===== src/shared/wco_defines.svh =====
// constants for the watchdog clear and complement execution slice
`ifndef WCO_DEFINES_SVH
`define WCO_DEFINES_SVH
`define WCO_DATA_W 8
`define WCO_ADDR_W 8
`define WCO_MEM_DEPTH 160
`define WCO_WDT_W 8
`define WCO_WDT_CLEAR 8'h00
`define WCO_FLAG_RESET 1'b0
`endif


===== src/shared/wco_pkg.sv =====
// types for the watchdog clear and complement execution slice
package wco_pkg;
  typedef enum logic [4:0] {
    WCO_OP_NONE = 5'b00001,
    WCO_OP_WDT_CLEAR = 5'b00010,
    WCO_OP_PRECLEAR1 = 5'b00100,
    WCO_OP_PRECLEAR2 = 5'b01000,
    WCO_OP_COMPLEMENT = 5'b10000
  } wco_op_t;
endpackage


===== src/shared/wco_mem_if.sv =====
// data memory access signals between the slice and its storage
`timescale 1ns/1ns
`include "wco_defines.svh"
interface wco_mem_if;
  logic [`WCO_ADDR_W-1:0] addr;
  logic [`WCO_DATA_W-1:0] rdata;
  logic [`WCO_DATA_W-1:0] wdata;
  logic we;
  modport core (output addr, output wdata, output we, input rdata);
  modport mem (input addr, input wdata, input we, output rdata);
endinterface


===== src/rtl/wco_data_mem.sv =====
// flip-flop data memory with one port whose single address serves both read and write
`timescale 1ns/1ns
`include "wco_defines.svh"
module wco_data_mem
(
  // clock and reset
  input wire logic core_clk,
  input wire logic reset,
  // access port
  wco_mem_if.mem bus
);
  logic [`WCO_DATA_W-1:0] store [`WCO_MEM_DEPTH];
  logic in_range;
  assign in_range = 32'(bus.addr) < `WCO_MEM_DEPTH;
  assign bus.rdata = in_range ? store[bus.addr] : '0;
  genvar gi;
  generate
    for (gi = 0; gi < `WCO_MEM_DEPTH; gi++)
    begin : g_entry
      always_ff @(posedge core_clk or posedge reset)
      begin
        if (reset)
          store[gi] <= '0;
        else if (bus.we && 32'(bus.addr) == gi)
          store[gi] <= bus.wdata;
      end
    end
  endgenerate
endmodule // wco_data_mem


===== src/rtl/wco_exec.sv =====
// watchdog clear, preclear pairing and memory complement execution
// Summary of operation
// - single clear zeroes watchdog counter and clears power-down and timeout flags
// - preclear after its partner zeroes counter and clears both flags
// - pairing works in either order; second arrival completes the clear
// - lone preclear sets its own indicator and leaves counter running
// - lone preclear leaves timeout and power-down flags unchanged
// - complement inverts addressed data byte and writes it back in place; at addresses 160 and up it reads zero and writes nothing
`timescale 1ns/1ns
`include "wco_defines.svh"
module wco_exec
(
  // clock and reset
  input wire logic core_clk,
  input wire logic reset,
  // decoded instruction
  input wire logic op_valid,
  input wire wco_pkg::wco_op_t op,
  input wire logic [`WCO_ADDR_W-1:0] op_addr,
  // watchdog and status events from the rest of the core
  input wire logic wdt_tick,
  input wire logic timeout_set,
  input wire logic power_down_set,
  // observed state
  output logic [`WCO_WDT_W-1:0] watchdog_counter,
  output logic timeout_flag,
  output logic power_down_flag,
  output logic first_preclear_seen,
  output logic second_preclear_seen,
  output logic [`WCO_DATA_W-1:0] complement_result,
  output logic complement_done
);
  wco_mem_if mem_bus ();

  wco_data_mem u_mem
  (
    .core_clk(core_clk),
    .reset(reset),
    .bus(mem_bus)
  );

  // decode
  logic do_clear;
  logic do_pre1;
  logic do_pre2;
  logic do_cpl;
  logic pair_done;
  logic wdt_zero;
  logic lone_pre;
  assign do_clear = op_valid && op == wco_pkg::WCO_OP_WDT_CLEAR;
  assign do_pre1 = op_valid && op == wco_pkg::WCO_OP_PRECLEAR1;
  assign do_pre2 = op_valid && op == wco_pkg::WCO_OP_PRECLEAR2;
  assign do_cpl = op_valid && op == wco_pkg::WCO_OP_COMPLEMENT;
  // second half of pair, either order
  assign pair_done = (do_pre1 && second_preclear_seen) ||
                     (do_pre2 && first_preclear_seen);
  assign wdt_zero = do_clear || pair_done;
  // preclear with no partner pending
  assign lone_pre = (do_pre1 && !second_preclear_seen) ||
                    (do_pre2 && !first_preclear_seen);

  // next values
  logic [`WCO_WDT_W-1:0] next_counter;
  logic next_timeout;
  logic next_power_down;
  logic next_pre1;
  logic next_pre2;
  assign next_counter = wdt_zero ? `WCO_WDT_CLEAR :
                        wdt_tick ? watchdog_counter + 8'h01 : watchdog_counter;
  // clear instruction takes priority over a same-cycle set
  assign next_timeout = wdt_zero ? 1'b0 : (timeout_flag || timeout_set);
  assign next_power_down = wdt_zero ? 1'b0 : (power_down_flag || power_down_set);
  assign next_pre1 = pair_done ? 1'b0 : (first_preclear_seen || do_pre1);
  assign next_pre2 = pair_done ? 1'b0 : (second_preclear_seen || do_pre2);

  // memory complement in place
  assign mem_bus.addr = op_addr;
  assign mem_bus.wdata = ~mem_bus.rdata;
  assign mem_bus.we = do_cpl;

  always_ff @(posedge core_clk or posedge reset)
  begin
    if (reset)
    begin
      watchdog_counter <= `WCO_WDT_CLEAR;
      timeout_flag <= `WCO_FLAG_RESET;
      power_down_flag <= `WCO_FLAG_RESET;
      first_preclear_seen <= 1'b0;
      second_preclear_seen <= 1'b0;
    end
    else
    begin
      watchdog_counter <= next_counter;
      timeout_flag <= next_timeout;
      power_down_flag <= next_power_down;
      first_preclear_seen <= next_pre1;
      second_preclear_seen <= next_pre2;
    end
  end

  always_ff @(posedge core_clk or posedge reset)
  begin
    if (reset)
    begin
      complement_result <= '0;
      complement_done <= 1'b0;
    end
    else
    begin
      complement_done <= do_cpl;
      if (do_cpl)
        complement_result <= mem_bus.wdata;
    end
  end

  // checks
  property p_single_clear;
    @(posedge core_clk) disable iff (reset)
    do_clear |=> watchdog_counter == 8'h00 && !timeout_flag && !power_down_flag;
  endproperty
  a_single_clear: assert property (p_single_clear) else $error("clear did not zero");

  property p_pair_clear;
    @(posedge core_clk) disable iff (reset)
    do_pre2 && first_preclear_seen |=> watchdog_counter == 8'h00 && !timeout_flag;
  endproperty
  a_pair_clear: assert property (p_pair_clear) else $error("pair did not clear");

  property p_either_order;
    @(posedge core_clk) disable iff (reset)
    do_pre1 && second_preclear_seen |=> watchdog_counter == 8'h00 && !power_down_flag;
  endproperty
  a_either_order: assert property (p_either_order) else $error("reverse pair failed");

  property p_lone_sets;
    @(posedge core_clk) disable iff (reset)
    do_pre1 && !second_preclear_seen |=> first_preclear_seen;
  endproperty
  a_lone_sets: assert property (p_lone_sets) else $error("indicator not set");

  property p_lone_keeps_flags;
    @(posedge core_clk) disable iff (reset)
    do_pre2 && !first_preclear_seen && timeout_flag |=> timeout_flag;
  endproperty
  a_lone_keeps_flags: assert property (p_lone_keeps_flags) else $error("flag lost");

  property p_complement;
    @(posedge core_clk) disable iff (reset)
    do_cpl |=> complement_done && complement_result == ~$past(mem_bus.rdata);
  endproperty
  a_complement: assert property (p_complement) else $error("complement wrong");

  property p_pair_resets;
    @(posedge core_clk) disable iff (reset)
    pair_done |=> !first_preclear_seen && !second_preclear_seen;
  endproperty
  a_pair_resets: assert property (p_pair_resets) else $error("indicators kept");

  // preclear indicator and lone preclear counter checks
  property p_lone_sets_b;
    @(posedge core_clk) disable iff (reset)
    do_pre2 && !first_preclear_seen |=> second_preclear_seen;
  endproperty
  a_lone_sets_b: assert property (p_lone_sets_b) else $error("no indicator");

  property p_single_keeps_ind;
    @(posedge core_clk) disable iff (reset)
    do_clear |=> $stable(first_preclear_seen) && $stable(second_preclear_seen);
  endproperty
  a_single_keeps_ind: assert property (p_single_keeps_ind) else $error("ind lost");

  property p_lone_counts;
    @(posedge core_clk) disable iff (reset)
    lone_pre && wdt_tick |=> watchdog_counter == $past(watchdog_counter) + 8'h01;
  endproperty
  a_lone_counts: assert property (p_lone_counts) else $error("lone stopped count");

  property p_lone_holds;
    @(posedge core_clk) disable iff (reset)
    lone_pre && !wdt_tick |=> $stable(watchdog_counter);
  endproperty
  a_lone_holds: assert property (p_lone_holds) else $error("lone moved count");

  // status flag checks
  property p_lone_keeps_to;
    @(posedge core_clk) disable iff (reset)
    lone_pre && !timeout_set |=> $stable(timeout_flag);
  endproperty
  a_lone_keeps_to: assert property (p_lone_keeps_to) else $error("timeout moved");

  property p_lone_keeps_pd;
    @(posedge core_clk) disable iff (reset)
    lone_pre && !power_down_set |=> $stable(power_down_flag);
  endproperty
  a_lone_keeps_pd: assert property (p_lone_keeps_pd) else $error("power-down moved");

  property p_pair_clear_pd;
    @(posedge core_clk) disable iff (reset)
    do_pre2 && first_preclear_seen |=> !power_down_flag;
  endproperty
  a_pair_clear_pd: assert property (p_pair_clear_pd) else $error("pair kept pd");

  property p_either_to;
    @(posedge core_clk) disable iff (reset)
    do_pre1 && second_preclear_seen |=> !timeout_flag && !first_preclear_seen;
  endproperty
  a_either_to: assert property (p_either_to) else $error("reverse pair kept");

  property p_clear_beats_set;
    @(posedge core_clk) disable iff (reset)
    do_clear && (timeout_set || power_down_set) |=> !timeout_flag && !power_down_flag;
  endproperty
  a_clear_beats_set: assert property (p_clear_beats_set) else $error("set beat clear");

  // complement checks
  property p_done_pulse;
    @(posedge core_clk) disable iff (reset)
    !do_cpl |=> !complement_done;
  endproperty
  a_done_pulse: assert property (p_done_pulse) else $error("done too long");

  property p_result_holds;
    @(posedge core_clk) disable iff (reset)
    !do_cpl |=> $stable(complement_result);
  endproperty
  a_result_holds: assert property (p_result_holds) else $error("result moved");
endmodule // wco_exec


===== config.mk =====
export PLATFORM = sky130hd
export DESIGN_NAME = wco_exec
export DESIGN_NICKNAME = d
export VERILOG_FILES = /design/src/shared/wco_pkg.sv /design/src/shared/wco_mem_if.sv /design/src/rtl/wco_data_mem.sv /design/src/rtl/wco_exec.sv
export VERILOG_INCLUDE_DIRS = /design/src /design/src/shared
export SDC_FILE = /design/constraint.sdc
export NUM_CORES = 2
export LEC_CHECK = 0
export BUFFER_PORTS_ARGS = -buffer_cell sky130_fd_sc_hd__buf_2
export CAP_MARGIN = 10
export CORE_ASPECT_RATIO = 1.25
export CORE_UTILIZATION = 30
export CTS_CLUSTER_SIZE = 30
export DETAILED_ROUTE_END_ITERATION = 10
export PLACE_DENSITY_LB_ADDON = 0.1
export SYNTH_ARGS = -nofsm -noshare
export SYNTH_HDL_FRONTEND = slang
export SYNTH_SLANG_ARGS = --single-unit

===== constraint.sdc =====
create_clock -name core_clk -period 67 [get_ports core_clk]
set_clock_uncertainty 0.1 [all_clocks]
set_input_delay 10.05 -clock core_clk [delete_from_list [all_inputs] [get_ports core_clk]]
set_output_delay 10.05 -clock core_clk [all_outputs]
set_load 0.01 [all_outputs]

==> impl_metrics.env <==
export IMPL_status="finished clean"
export IMPL_grt_first_pass_wirelength_um=283000
export IMPL_netlist_area_um2=59900
export IMPL_final_nets=4119
export IMPL_cp_arrival_ns=16.21
export IMPL_cts_hold_repair_buffers=0
export IMPL_die_y_um=502
export IMPL_power_share_clock_pct=47.7
export IMPL_met2_usage_pct=32.6
export IMPL_area_delta_synth_final_pct=12.9
export IMPL_hp_start="u_mem.store[925]$_DFFE_PP0P_"
export IMPL_yosysSeqAreaShare_pct=54.3
export IMPL_grt_antenna_before_repair=6
export IMPL_maxSlewViolCount=0
export IMPL_rsz0062_at_grt="no"
export IMPL_overflow=0
export IMPL_critPathRequiredTime_ns=67.61
export IMPL_setup_viol=0
export IMPL_worstRegToRegCells=6
export IMPL_synth_avg_cell_area_um2=14.5
export IMPL_synthArstFlopShare_pct=100
export IMPL_net_switching_power_mw=0.405
export IMPL_path_clk_slew_ns=0.06
export IMPL_cts_root_buffer="clkbuf_16"
export IMPL_synth_commonest_cells="1,301 x dfrtp_1, 1,139 x mux2_2, 248 x mux4_2, 195 x nor2_1, 166 x nand2_1"
export IMPL_dpl_cell_area_um2=62900
export IMPL_core_area_um2=199000
export IMPL_drc=0
export IMPL_die_w_um=402
export IMPL_pre_cts_ws_ns=50.56
export IMPL_crit_path_end_kind="flop"
export IMPL_pin_count=40
export IMPL_ys_ff_latch=1301
export IMPL_pwr_share_comb_pct=5.1
export IMPL_dieArea_um2=202000
export IMPL_fin_tns_setup_ns=0
export IMPL_wire_per_inst_um=28.0
export IMPL_cp_slowest_cell="buf_4"
export IMPL_grt_pass1_vias=37797
export IMPL_path_common_cell="buf_4"
export IMPL_initial_core_util_pct=30.2
export IMPL_cts_htree_levels=4
export IMPL_fin_ws_ns=51.40
export IMPL_cap_violations=0
export IMPL_start_kind="input port"
export IMPL_cts_sinks=1301
export IMPL_yosysWarnings=0
export IMPL_fin_crit_ns=15.60
export IMPL_grt_max_degree=164
export IMPL_reg2reg_from="u_mem.store[878]$_DFFE_PP0P_"
export IMPL_worstMarginPinSlew_ns=1.27
export IMPL_postCtsSetupBuffers=0
export IMPL_hold_violations=0
export IMPL_cts_buffers=144
export IMPL_slew_headroom_pct=15.1
export IMPL_timing_final_crit_share_pct=23.3
export IMPL_path_cells="buf_8 > buf_4 > buf_4 > buf_4 > buf_4 > mux4_2 > a22oi_1 > o22a_1 > o311ai_1 > buf_4 > a2111oi_2 > buf_4 > mux2_2"
export IMPL_synth_edf_count=0
export IMPL_portBuffers=39
export IMPL_firstDrtPassIters=5
export IMPL_yosysMostFrequentCell="dfrtp_1"
export IMPL_hold_depth=2
export IMPL_hpwlAfterDp_um=122000
export IMPL_synth_top_area_cell="dfrtp_1"
export IMPL_ys_flop_type="dfrtp_1"
export IMPL_synth_area_top_cells="dfrtp_1 54%, mux2_2 21%, mux4_2 9.3%"
export IMPL_worst_path_buf_inv=7
export IMPL_max_stage_delay_ns=0.69
export IMPL_drt_iter0_drc=2081
export IMPL_critPathKind="in -> reg"
export IMPL_hold_path_class="reg -> reg"
export IMPL_cp_top_family="buffers and inverters"
export IMPL_grt_usage_pct=19.2
export IMPL_fill_cells=19353
export IMPL_via_count=35007
export IMPL_power_density_nw_per_um2=24.9
export IMPL_drive_gt1_share_pct=44.7
export IMPL_worstSkewPairLatency_ns=0.80
export IMPL_fmax_ghz=0.0641
export IMPL_r2r_slack_ns=63.11
export IMPL_ant_nets=0
export IMPL_cts_resized=0
export IMPL_gp_congestion=0.772
export IMPL_internal_power_mw=1.28
export IMPL_met3_usage_pct=2.39
export IMPL_pwr_share_seq_pct=47.2
export IMPL_synth_net_count=4141
export IMPL_yosys_area_top_type_share_pct=54.3
export IMPL_rows=183
export IMPL_globalRouteMet1Util_pct=25.4
export IMPL_hold_end="u_mem.store[925]$_DFFE_PP0P_"
export IMPL_worstReg2RegEnd="u_mem.store[1142]$_DFFE_PP0P_"
export IMPL_cts_buffer_depth=3
export IMPL_syn_instance_count=4121
export IMPL_busiest_layer="met2"
export IMPL_final_cell_area_um2=67700
export IMPL_cts_tree="yes"
export IMPL_totalWireLength_um=190000
export IMPL_ir_drop_mv=0.0151
export IMPL_avgViaCountPerCell=5.15
export IMPL_critPathMaxFanout=65
export IMPL_swShare_pct=24.0
export IMPL_p_leak_nw=32.1
export IMPL_ys_types=85
[final cells by class]
| cell class | count | area (um2) | share of cell area (%) |
|---|---|---|---|
| multi-input combinational | 2480 | 25900 | 38.3 |
| clock buffer | 214 | 4340 | 6.42 |
| clock inverter | 43 | 378 | 0.558 |
| antenna | 4 | 10.0 | 0.0148 |
| timing repair buffer | 162 | 1210 | 1.79 |
| tap | 2590 | 3240 | 4.79 |
| sequential | 1301 | 32600 | 48.1 |
| inverter | 10 | 46.3 | 0.0684 |
[tightest hold or removal path, stage by stage, from the launching register on]
cell     delay, ns
dfrtp_1       0.34
nand2_1       0.04
o21ai_0       0.06
[power by group through the flow]
| stage | clock network [mW] | registers, mW | logic [mW] |
|---|---|---|---|
| floorplan | 0 | 0.813 | 0.0540 |
| global placement | 0 | 0.811 | 0.0887 |
| detailed placement | 0 | 0.811 | 0.0889 |
| CTS | 0.832 | 0.797 | 0.0889 |
| global route | 0.861 | 0.797 | 0.0937 |
| finish | 0.806 | 0.797 | 0.0856 |
[cell usage in the layout (no fill, tap or decap), types with 5 or more instances in the layout]
cell	n
clkbuf_16	150
o2111ai_1	6
buf_2	36
a22oi_1	61
xor2_1	6
nand2_1	166
mux2_2	1139
and3_1	12
nand2b_1	5
a32o_1	5
o22ai_1	16
buf_4	117
bufinv_16	5
clkbuf_1	29
dfrtp_1	1301
nand3_1	41
o211ai_1	14
o21ai_0	76
a21oi_1	111
mux4_1	21
nor3_1	8
a221oi_1	9
nor2_8	8
nor2_1	192
mux4_2	248
nand4_1	25
clkinv_2	30
and2_1	7
clkbuf_8	36
a31oi_1	10
nor2_2	39
inv_1	6
a22o_1	9
buf_12	5
mux2i_1	130
[cell families after synthesis]
kind of cell / Yosys count / synth area share, %
AOI/OAI and AO/OA: 363 / 3.90
xor gates and xnor gates: 7 / 0.102
adders and majority gates: 1 / 0.0209
buffers and inverters: 340 / 3.00
DFF: 1301 / 54.3
muxes: 1541 / 33.9
and+or+nand+nor: 568 / 4.78
[worst max-delay path by stage]
stage | from | cells past startpoint | end | slack (ns)
floorplan | reset | 1 | complement_done$_DFF_PP0_ | 20.18
global placement | op_addr[1] | 12 | u_mem.store[1065]$_DFFE_PP0P_ | 50.02
detailed placement | op_addr[1] | 13 | u_mem.store[1129]$_DFFE_PP0P_ | 50.56
CTS | op_addr[1] | 13 | u_mem.store[1129]$_DFFE_PP0P_ | 51.40
global route | op_addr[1] | 13 | u_mem.store[240]$_DFFE_PP0P_ | 51.13
finish | op_addr[1] | 13 | u_mem.store[1129]$_DFFE_PP0P_ | 51.40
[layer usage]
| metal | up-vias | wire [um] |
|---|---|---|
| met1 | 19108 | 84900 |
| met4 | 4 | 4980 |
| li1 | 15200 | - |
| met3 | 235 | 5160 |
| met5 | - | 23 |
| met2 | 460 | 95400 |
[through the flow]
stage                     total power, mW  utilization, %  cells  hold WS, ns
after global routing                 1.75            34.1   6801        0.394
after CTS                            1.72            34.0   6799        0.382
after global placement              0.900            31.7   6541        0.358
after floorplan                     0.867               -   4121        0.342
final                                1.69            34.1   6804        0.380
after detailed placement            0.900            31.7   6542        0.368
[registers in the layout (all words and copies together) (netlist names)]
name / flops
watchdog_counter: 8
second_preclear_seen: 1
complement_result: 8
first_preclear_seen: 1
timeout_flag: 1
complement_done: 1
power_down_flag: 1
u_mem.store: 1280
Power figures use the tool's default switching activity.
